<file path="config.mk">
export PLATFORM = sky130hd
export DESIGN_NAME = cardbus_config_header
export DESIGN_NICKNAME = d
export VERILOG_FILES = /design/src/logic/cfg_header_pkg.sv /design/src/logic/cardbus_config_header.sv
export SDC_FILE = /design/constraint.sdc
export NUM_CORES = 1
export LEC_CHECK = 0
export BUFFER_PORTS_ARGS = -buffer_cell sky130_fd_sc_hd__buf_2
export CORE_MARGIN = 2
export CORE_UTILIZATION = 40
export CTS_BUF_LIST = sky130_fd_sc_hd__clkbuf_16
export CTS_CLUSTER_DIAMETER = 200
export DETAILED_ROUTE_END_ITERATION = 10
export PLACE_DENSITY = 0.66
export SYNTH_ARGS = -nofsm -noshare
export SYNTH_HDL_FRONTEND = slang
export SYNTH_SLANG_ARGS = --single-unit
</file>
<file path="constraint.sdc">
create_clock -name clk -period 1.88 [get_ports clk]
set_clock_uncertainty 0.15 [all_clocks]
set_input_delay 0 -clock clk [delete_from_list [all_inputs] [get_ports clk]]
set_output_delay 0 -clock clk [all_outputs]
set_load 0.005 [all_outputs]
</file>
<file path="src/logic/cfg_header_pkg.sv">
package cfg_header_pkg;
   // Register byte offsets
   localparam logic [7:0] OFF_ID = 8'h00;
   localparam logic [7:0] OFF_CMD_STAT = 8'h04;
   localparam logic [7:0] OFF_CLASS = 8'h08;
   localparam logic [7:0] OFF_LATENCY = 8'h0C;
   localparam logic [7:0] OFF_IO_BASE = 8'h10;
   localparam logic [7:0] OFF_MEM_BASE = 8'h14;
   localparam logic [7:0] OFF_CARD_INFO = 8'h28;
   localparam logic [7:0] OFF_SUBSYS = 8'h2C;
   localparam logic [7:0] OFF_BOOT_ROM = 8'h30;
   localparam logic [7:0] OFF_CAP_PTR = 8'h34;
   localparam logic [7:0] OFF_INTR = 8'h3C;
   localparam logic [7:0] OFF_DRIVER = 8'h40;
   localparam logic [7:0] OFF_SIGNATURE = 8'h80;
   localparam logic [7:0] OFF_PM_CAP = 8'hC0;
   localparam logic [7:0] OFF_PM_CTRL = 8'hC4;
   // Status bit positions (upper half of command/status)
   localparam int B_PE = 31;
   localparam int B_SE = 30;
   localparam int B_MA = 29;
   localparam int B_TA = 28;
   localparam int B_DPR = 24;
   localparam int B_B2B = 23;
   localparam int B_CAP = 20;
   // Command bit positions
   localparam int B_CSE = 8;
   localparam int B_CPE = 6;
   localparam int B_BME = 2;
   localparam int B_MSE = 1;
   localparam int B_ISE = 0;
   // Select timing field
   localparam int B_SEL_LO = 25;
   localparam logic [1:0] SEL_MEDIUM = 2'h1;
   // Value of command/status out of reset
   localparam logic [31:0] CMD_STAT_RESET = 32'h02900000;
   // Class code upper half: network controller, Ethernet
   localparam logic [7:0] BASE_CLASS = 8'h02;
   localparam logic [7:0] SUB_CLASS = 8'h00;
   // Fixed values
   localparam logic [7:0] CAP_PTR_VALUE = 8'hC0;
   localparam logic [7:0] INTR_PIN_VALUE = 8'h01;
   localparam logic [7:0] PM_NEXT_PTR = 8'h00;
   localparam logic [7:0] PM_CAP_ID = 8'h01;
   localparam logic [15:0] PM_CAPS = 16'h0000;
   // Writable field masks and the I/O space indicator bit
   localparam logic [31:0] IO_BASE_MASK = 32'hFFFFFF00;
   localparam logic [31:0] IO_SPACE_IND = 32'h00000001;
   localparam logic [31:0] MEM_BASE_MASK = 32'hFFFFFC00;
   localparam logic [31:0] BOOT_ROM_MASK = 32'hFFFE0001;
endpackage

</file>
<file path="src/logic/cardbus_config_header.sv">
`timescale 1ns/10ps
module cardbus_config_header #(
   parameter logic [3:0] REVISION = 4'h0,
   parameter logic [3:0] STEP = 4'h0,
   // Arbitrary value
   parameter logic [31:0] SIGNATURE = 32'h12345678
) (
   input wire logic clk,
   input wire logic reset,
   input wire logic [7:0] addr,
   input wire logic [31:0] wdata,
   input wire logic wr,
   input wire logic rd,
   output logic [31:0] rdata,
   input wire logic [15:0] ee_device_ident,
   input wire logic [15:0] ee_vendor_ident,
   input wire logic [31:0] ee_card_info,
   input wire logic [31:0] ee_subsystem,
   input wire logic [7:0] ee_max_lat,
   input wire logic [7:0] ee_min_gnt,
   input wire logic parity_err,
   input wire logic addr_parity_err,
   input wire logic perr_event,
   input wire logic acting_master,
   input wire logic master_abort,
   input wire logic target_abort,
   input wire logic master_req,
   input wire logic mem_hit,
   input wire logic io_hit,
   input wire logic frame_active,
   input wire logic gnt_active,
   output logic serr_drive,
   output logic host_sys_error,
   output logic master_start,
   output logic mem_claim,
   output logic io_claim,
   output logic boot_rom_en,
   output logic tenure_end,
   output logic bus_master_en,
   output logic memory_space_en,
   output logic io_space_en
);
   typedef struct packed {
      logic load_pending;
      logic [15:0] dev_id;
      logic [15:0] ven_id;
      logic [31:0] card_info;
      logic [31:0] subsys;
      logic [7:0] max_lat;
      logic [7:0] min_gnt;
      logic pe;
      logic se;
      logic ma;
      logic ta;
      logic dpr;
      logic system_error_response_en;
      logic parity_response_en;
      logic bme;
      logic mse;
      logic ise;
      logic [7:0] limit;
      logic [7:0] cls;
      logic [31:0] io_base;
      logic [31:0] mem_base;
      logic [31:0] boot_rom;
      logic [7:0] intr_line;
      logic [7:0] scratch;
      logic [31:0] rdata;
      logic serr;
      logic host_se;
      logic m_start;
      logic m_claim;
      logic i_claim;
      logic rom_en;
      logic [7:0] tenure_cnt;
      logic frame_q;
      logic t_end;
   } state_t;

   state_t s;
   state_t next_s;

   function automatic logic sticky(input logic old, input logic set,
                                   input logic clr);
      // Set wins over a clear in the same cycle
      sticky = set | (old & ~clr);
   endfunction

   function automatic logic [31:0] mask_write(input logic [31:0] old,
                                              input logic [31:0] d,
                                              input logic [31:0] m);
      mask_write = (old & ~m) | (d & m);
   endfunction

   logic [31:0] cmd_stat;
   logic [31:0] read_value;
   logic stat_wr;
   logic frame_start;
   logic limit_expired;

   always_comb begin
      cmd_stat = '0;
      cmd_stat[cfg_header_pkg::B_PE] = s.pe;
      cmd_stat[cfg_header_pkg::B_SE] = s.se;
      cmd_stat[cfg_header_pkg::B_MA] = s.ma;
      cmd_stat[cfg_header_pkg::B_TA] = s.ta;
      cmd_stat[cfg_header_pkg::B_DPR] = s.dpr;
      cmd_stat[cfg_header_pkg::B_SEL_LO +: 2] = cfg_header_pkg::SEL_MEDIUM;
      cmd_stat[cfg_header_pkg::B_B2B] = 1'b1;
      cmd_stat[cfg_header_pkg::B_CAP] = 1'b1;
      cmd_stat[cfg_header_pkg::B_CSE] = s.system_error_response_en;
      cmd_stat[cfg_header_pkg::B_CPE] = s.parity_response_en;
      cmd_stat[cfg_header_pkg::B_BME] = s.bme;
      cmd_stat[cfg_header_pkg::B_MSE] = s.mse;
      cmd_stat[cfg_header_pkg::B_ISE] = s.ise;
   end

   always_comb begin
      read_value = '0;
      unique case (addr)
         cfg_header_pkg::OFF_ID: read_value = {s.dev_id, s.ven_id};
         cfg_header_pkg::OFF_CMD_STAT: read_value = cmd_stat;
         cfg_header_pkg::OFF_CLASS: read_value = {cfg_header_pkg::BASE_CLASS,
            cfg_header_pkg::SUB_CLASS, 8'h00, REVISION, STEP};
         cfg_header_pkg::OFF_LATENCY: read_value = {16'h0000, s.limit, s.cls};
         cfg_header_pkg::OFF_IO_BASE:
            read_value = s.io_base | cfg_header_pkg::IO_SPACE_IND;
         cfg_header_pkg::OFF_MEM_BASE: read_value = s.mem_base;
         cfg_header_pkg::OFF_CARD_INFO: read_value = s.card_info;
         cfg_header_pkg::OFF_SUBSYS: read_value = s.subsys;
         cfg_header_pkg::OFF_BOOT_ROM: read_value = s.boot_rom;
         cfg_header_pkg::OFF_CAP_PTR:
            read_value = {24'h000000, cfg_header_pkg::CAP_PTR_VALUE};
         cfg_header_pkg::OFF_INTR: read_value = {s.max_lat, s.min_gnt,
            cfg_header_pkg::INTR_PIN_VALUE, s.intr_line};
         cfg_header_pkg::OFF_DRIVER: read_value = {16'h0000, s.scratch, 8'h00};
         cfg_header_pkg::OFF_SIGNATURE: read_value = SIGNATURE;
         cfg_header_pkg::OFF_PM_CAP: read_value = {cfg_header_pkg::PM_CAPS,
            cfg_header_pkg::PM_NEXT_PTR, cfg_header_pkg::PM_CAP_ID};
         default: read_value = '0;
      endcase
   end

   assign stat_wr = wr && (addr == cfg_header_pkg::OFF_CMD_STAT);
   assign frame_start = frame_active && !s.frame_q;
   assign limit_expired = frame_active && !frame_start
                          && (s.tenure_cnt == 8'h00);

   always_comb begin
      next_s = s;
      next_s.rdata = rd ? read_value : '0;
      // Capture loaded fields right after reset release
      if (s.load_pending) begin
         next_s.load_pending = 1'b0;
         next_s.dev_id = ee_device_ident;
         next_s.ven_id = ee_vendor_ident;
         next_s.card_info = ee_card_info;
         next_s.subsys = ee_subsystem;
         next_s.max_lat = ee_max_lat;
         next_s.min_gnt = ee_min_gnt;
      end
      next_s.serr = s.system_error_response_en && addr_parity_err;
      next_s.host_se = s.parity_response_en && parity_err;
      next_s.pe = sticky(s.pe, parity_err,
                         stat_wr && wdata[cfg_header_pkg::B_PE]);
      next_s.se = sticky(s.se, s.serr,
                         stat_wr && wdata[cfg_header_pkg::B_SE]);
      next_s.ma = sticky(s.ma, master_abort && acting_master,
                         stat_wr && wdata[cfg_header_pkg::B_MA]);
      next_s.ta = sticky(s.ta, target_abort && acting_master,
                         stat_wr && wdata[cfg_header_pkg::B_TA]);
      next_s.dpr = sticky(s.dpr, perr_event && acting_master && s.parity_response_en,
                          stat_wr && wdata[cfg_header_pkg::B_DPR]);
      if (stat_wr) begin
         next_s.system_error_response_en = wdata[cfg_header_pkg::B_CSE];
         next_s.parity_response_en = wdata[cfg_header_pkg::B_CPE];
         next_s.bme = wdata[cfg_header_pkg::B_BME];
         next_s.mse = wdata[cfg_header_pkg::B_MSE];
         next_s.ise = wdata[cfg_header_pkg::B_ISE];
      end
      if (wr) begin
         unique case (addr)
            cfg_header_pkg::OFF_LATENCY: begin
               next_s.limit = wdata[15:8];
               next_s.cls = wdata[7:0];
            end
            cfg_header_pkg::OFF_IO_BASE: next_s.io_base = mask_write(
               s.io_base, wdata, cfg_header_pkg::IO_BASE_MASK);
            cfg_header_pkg::OFF_MEM_BASE: next_s.mem_base = mask_write(
               s.mem_base, wdata, cfg_header_pkg::MEM_BASE_MASK);
            cfg_header_pkg::OFF_BOOT_ROM: next_s.boot_rom = mask_write(
               s.boot_rom, wdata, cfg_header_pkg::BOOT_ROM_MASK);
            cfg_header_pkg::OFF_INTR: next_s.intr_line = wdata[7:0];
            cfg_header_pkg::OFF_DRIVER: next_s.scratch = wdata[15:8];
            default: next_s.scratch = s.scratch;
         endcase
      end
      next_s.m_start = master_req && s.bme;
      next_s.m_claim = mem_hit && s.mse;
      next_s.i_claim = io_hit && s.ise;
      next_s.rom_en = s.mse && s.boot_rom[0];
      next_s.frame_q = frame_active;
      if (frame_start) begin
         next_s.tenure_cnt = s.limit;
      end else if (frame_active && s.tenure_cnt != 8'h00) begin
         next_s.tenure_cnt = s.tenure_cnt - 8'h01;
      end
      next_s.t_end = limit_expired && !gnt_active;
   end

   always_ff @(posedge clk) begin
      if (reset) begin
         s <= '0;
         s.load_pending <= 1'b1;
      end else begin
         s <= next_s;
      end
   end

   assign rdata = s.rdata;
   assign serr_drive = s.serr;
   assign host_sys_error = s.host_se;
   assign master_start = s.m_start;
   assign mem_claim = s.m_claim;
   assign io_claim = s.i_claim;
   assign boot_rom_en = s.rom_en;
   assign tenure_end = s.t_end;
   assign bus_master_en = s.bme;
   assign memory_space_en = s.mse;
   assign io_space_en = s.ise;

   id_reload_a: assert property (
      @(posedge clk) disable iff (reset)
      $past(reset) ##1 1'b1 |-> s.dev_id == $past(ee_device_ident))
      else $error("Identifier not reloaded after reset");

   id_read_a: assert property (
      @(posedge clk) disable iff (reset)
      rd && addr == cfg_header_pkg::OFF_ID
      |=> rdata == $past({s.dev_id, s.ven_id}))
      else $error("Identifier read wrong");

   cmd_reset_a: assert property (
      @(posedge clk) $past(reset) && !reset
      |-> cmd_stat == cfg_header_pkg::CMD_STAT_RESET)
      else $error("Command/status reset value wrong");

   pe_set_a: assert property (
      @(posedge clk) disable iff (reset)
      parity_err |=> s.pe)
      else $error("Parity status not set");

   se_follow_a: assert property (
      @(posedge clk) disable iff (reset)
      serr_drive |=> s.se)
      else $error("System error status not set");

   serr_cause_a: assert property (
      @(posedge clk) disable iff (reset)
      serr_drive |-> $past(addr_parity_err) && $past(s.system_error_response_en))
      else $error("System error without cause");

   dpr_cond_a: assert property (
      @(posedge clk) disable iff (reset)
      $rose(s.dpr) |-> $past(perr_event && acting_master && s.parity_response_en))
      else $error("Data parity bit set without conditions");

   w1c_clear_a: assert property (
      @(posedge clk) disable iff (reset)
      stat_wr && wdata[cfg_header_pkg::B_MA] && !master_abort
      |=> !s.ma)
      else $error("Status bit not cleared by one");

   master_gate_a: assert property (
      @(posedge clk) disable iff (reset)
      master_start |-> $past(s.bme))
      else $error("Master start while disabled");

   claim_gate_a: assert property (
      @(posedge clk) disable iff (reset)
      (mem_claim |-> $past(s.mse)) and (io_claim |-> $past(s.ise)))
      else $error("Target claim while disabled");

   rd_unmapped_a: assert property (
      @(posedge clk) disable iff (reset)
      rd && addr == 8'h18 |=> rdata == '0)
      else $error("Unmapped read not zero");

   tenure_a: assert property (
      @(posedge clk) disable iff (reset)
      tenure_end |-> $past(frame_active) && !$past(gnt_active))
      else $error("Tenure end without frame or with grant");

   const_bits_a: assert property (
      @(posedge clk) disable iff (reset)
      rd && addr == cfg_header_pkg::OFF_CMD_STAT
      |=> rdata[26:25] == cfg_header_pkg::SEL_MEDIUM && rdata[23]
          && rdata[20])
      else $error("Constant status bits wrong");

   ma_set_a: assert property (
      @(posedge clk) disable iff (reset)
      master_abort && acting_master |=> s.ma)
      else $error("Master abort status not set");

   ta_set_a: assert property (
      @(posedge clk) disable iff (reset)
      target_abort && acting_master |=> s.ta)
      else $error("Target abort status not set");

   host_se_a: assert property (
      @(posedge clk) disable iff (reset)
      parity_err && s.parity_response_en |=> host_sys_error)
      else $error("Host system error flag not raised");

   card_info_ro_a: assert property (
      @(posedge clk) disable iff (reset)
      wr && addr == cfg_header_pkg::OFF_CARD_INFO && !s.load_pending
      |=> s.card_info == $past(s.card_info))
      else $error("Card info pointer changed by write");

   scratch_rw_a: assert property (
      @(posedge clk) disable iff (reset)
      wr && addr == cfg_header_pkg::OFF_DRIVER
      |=> s.scratch == $past(wdata[15:8]))
      else $error("Scratch byte not stored");
endmodule

</file>
==> metrics.log <==
[metrics] outcome: finished, violations left
[metrics] violated checks: setup timing
[metrics] measured slew at the worst slew-check pin: 753 ps
[metrics] most used standard cells in the synthesized netlist: dfxtp_1 (265), nand2_1 (221), mux2i_1 (138)
[metrics] Starting Density: 40.9%
[metrics] upper clock frequency limit: 513 MHz
[metrics] sequential element share of the synthesized area: 46.5%
[metrics] Final ANT Viol Nets: 0
[metrics] netlist area before placement: 11400 um^2
[metrics] Maximum Capacitance Violations: 0
[metrics] most area-hungry cell type in the Yosys netlist: dfxtp_1
[metrics] Reg clk slew, reported paths: 70 ps
[metrics] highest fanout seen on the critical path: 51
[metrics] post-detailed-route wirelength per cell: 19.9 um
[metrics] max incr delay on CP: 560 ps
[metrics] total count of max-transition violations in the final report: 0
[metrics] synthesized-area fraction occupied by ao, oa, aoi and oai cells: 14.2%
[metrics] share of synthesized area spent on multiplexers: 14.2%
[metrics] CTS max path bufs: 3
[metrics] Post-Synth Adder-Cell Area: 0.219%
[metrics] fraction of layout cells with a size suffix above 1: 21.4%
[metrics] Worst Path Buf+Inv: 2
[metrics] kind of path behind the tightest hold check: input port to flip-flop
[metrics] number of buffers inserted by port buffering: 208
[metrics] clock buffer count from CTS: 29
[metrics] dominant combinational cell family by area after synthesis: simple AND/OR/NAND/NOR gates
[metrics] Yosys Warn Count: 0
[metrics] setup violation total in the final timing report: 23
[metrics] Via Count: 11542
[metrics] RePlAce Congestion: 0.874
[metrics] Core Region: 27900 um^2
[metrics] maximum resistive drop on vdd: 712 uV
[metrics] area share of the largest cell type after synthesis: 46.5%
[metrics] initial antenna violation count: 5
[metrics] average cell area after synthesis: 8.91 um^2
[metrics] # DRC: 0
[metrics] # rows: 61
[metrics] H-tree depth: 1
[metrics] CTS tree: yes
[metrics] via count normalized by instance count: 5.34
[metrics] synth unique cells: 60
[metrics] CP cell instances: buf_16, mux2i_1, nor2_1, dlygate4sd3_1
[metrics] number of global-route vias before repair: 11532
[metrics] primary flip-flop cell chosen by synthesis mapping: dfxtp_1
[metrics] Register-to-Register Setup Slack: -70 ps
[metrics] y dimension of the die: 173 um
[metrics] final worst path period need: 1950 ps
[metrics] overall fraction of global-route tracks in use: 27.0%
[metrics] area overhead of the layout relative to synthesis: 48.7%
[metrics] post-layout worst setup margin: -70.2 ps
[metrics] fraction of synthesized cell area in xor and xnor cells: 0.0767%
[metrics] violation count after the first detailed-route iteration: 942
[metrics] io pins: 209
[metrics] NumNets Final: 1923
[metrics] total detailed-routing wirelength: 43000 um
[metrics] critical path endpoint category: flip-flop
[metrics] standard cell with the maximum stage delay on the critical path: dlygate4sd3_1
[metrics] arrival time reported for the critical path endpoint: 2230 ps
[metrics] clk sink count: 265
[metrics] net count after synthesis: 1451
[metrics] maximum number of pins on one net before global-route repair: 64
[metrics] cell at the root of the clock tree: clkbuf_16
[metrics] required time worst endpoint: 2160 ps
[metrics] insertion delay of the later-clocked pin in the worst-skew pair: 550 ps
[metrics] Power per Cell Area: 774 nW/um^2
[metrics] global-route wire length before repair: 64600 um
[metrics] DIE WIDTH: 173 um
[metrics] post-synthesis async set-or-reset flop share: 0%
[metrics] leading cell types by total area after synthesis: dfxtp_1 (46%), mux2i_1 (12%), nand2_1 (7.3%)
[metrics] post-synthesis simple-gate area fraction: 18.2%
[metrics] Worst path top cell family by delay: buffers and inverters
[metrics] Setup WS pre-CTS: 30.8 ps
[metrics] kind of critical path: flip-flop to flip-flop
[metrics] synthesized instance count: 1282
[metrics] Synth Register Bits: 265
[metrics] top-count cell post-synth: dfxtp_1
[metrics] EDFF count, synth: 0
[metrics] setup repair after global routing missed its margin: true
[metrics] DR pass1 iterations: 7
[metrics] power after layout: 13.1 mW
[metrics] final core utilization: 60.8%
[metrics] kind of start point of the critical path: flip-flop
[metrics] share of the clock period used by the worst path: 104%
[metrics] overall overflow remaining after global route: 0
[metrics] Die ar.: 29900 um^2
[metrics] leakage power: 7.63 nW
[metrics] Slew HR: 49.6%
[metrics] post-detail-place hpwl: 26400 um
[metrics] total count of hold-check failures in the final report: 0
-- per-stage QoR --
step | setup TNS [ps] | hold WS, ps | cells | instance area [um^2]
2_1_floorplan | 0 | -122 | 1282 | 11400
6_report | -657 | 20.1 | 2160 | 17000
4_1_cts | 0 | 3.66 | 2147 | 16700
3_5_place_dp | 0 | 28.7 | 1815 | 13000
5_1_grt | -1900 | 41.6 | 2156 | 17000
3_3_place_gp | 0 | 33.4 | 1815 | 13000
-- placed cells by master (no fill, tap or decap), types with 6 or more instances in the layout --
master,synthesis,layout
a22oi_1,24,24
and2_1,6,6
a211oi_1,7,7
mux2i_1,138,136
mux2_2,21,21
buf_12,0,14
nand3_1,31,31
a31oi_1,22,21
o2bb2ai_1,8,8
dlymetal6s4s_1,0,37
o21ai_0,9,9
dlygate4sd3_1,0,243
clkbuf_16,0,31
inv_1,11,16
and3_1,9,9
a22o_1,21,21
buf_4,44,62
nor2_1,136,136
a21oi_1,127,127
dfxtp_1,265,264
nand2_1,221,221
buf_2,30,206
diode_2,0,7
-- repair_timing --
| action | in CTS | in global routing |
|---|---|---|
| hold buffers | 280 | 0 |
| hold endpoints to repair | 264 | 0 |
| endpoints found under the setup margin | 0 | 70 |
| resized for setup | 0 | 47 |
| buffers inserted | 0 | 2 |
-- flip-flops by register name (all words and copies together) (netlist names) --
signal           count
rdata               32
io_space_en          1
io_claim             1
bus_master_en        1
tenure_end           1
cmd_stat             7
serr_drive           1
master_start         1
mem_claim            1
boot_rom_en          1
host_sys_error       1
memory_space_en      1
s                  216
-- final cells by class --
cell class	instances	area, um^2
tap	378	473
clock buffer	29	726
antenna	7	17.5
clock inverter	23	196
timing repair buffer	570	4820
fill	2307	10900
multi-input combinational	877	5400
inverter	11	41.3
sequential	265	5310
-- report_power, final --
group	internal (mW)	switching, mW	leakage [nW]	total (mW)
Sequential	5.78	0.130	2.16	5.91
Clock	3.21	2.38	0.462	5.59
Combinational	0.898	0.747	5.01	1.64
Total	9.89	3.25	7.63	13.1
-- layer usage --
metal | up-vias | global-route usage (%) | share of wire (%)
met4 | 0 | 9.25 | 3.5
met1 | 5544 | 34.3 | 42
met5 | - | 0 | 0
met3 | 97 | 4.29 | 6.9
li1 | 5391 | - | -
met2 | 510 | 46.4 | 48
-- worst reg2reg max path, stage by stage (launching register included) --
cell,delay (ps)
dfxtp_4,390
buf_16,280
mux2i_1,360
nor2_1,100
dlygate4sd3_1,560
-- path summary, 6_finish.rpt --
| check | from | depth (start not counted) | to |
|---|---|---|---|
| worst max-delay path | s[298]$_SDFF_PP1_ | 4 | s[222]$_SDFFE_PP0P_ |
| worst min register to register | s[91]$_SDFFE_PP0P_ | 2 | s[91]$_SDFFE_PP0P_ |
| worst max register to register | s[298]$_SDFF_PP1_ | 4 | s[222]$_SDFFE_PP0P_ |
| worst min-delay path | addr[4] | 5 | rdata[1]$_SDFF_PP0_ |
-- kinds of logic (layout without fill, tap and decap cells) --
family                     count (synthesis)  after routing
AOI/OAI and AO/OA                        253            253
DFF                                      265            265
xor gates and xnor gates                   1              1
other                                      0              7
buffers and inverters                    140            633
and+or+nand+nor                          462            462
muxes                                    159            159
adders and majority gates                  2              2
(Power assumes the default switching activity.)
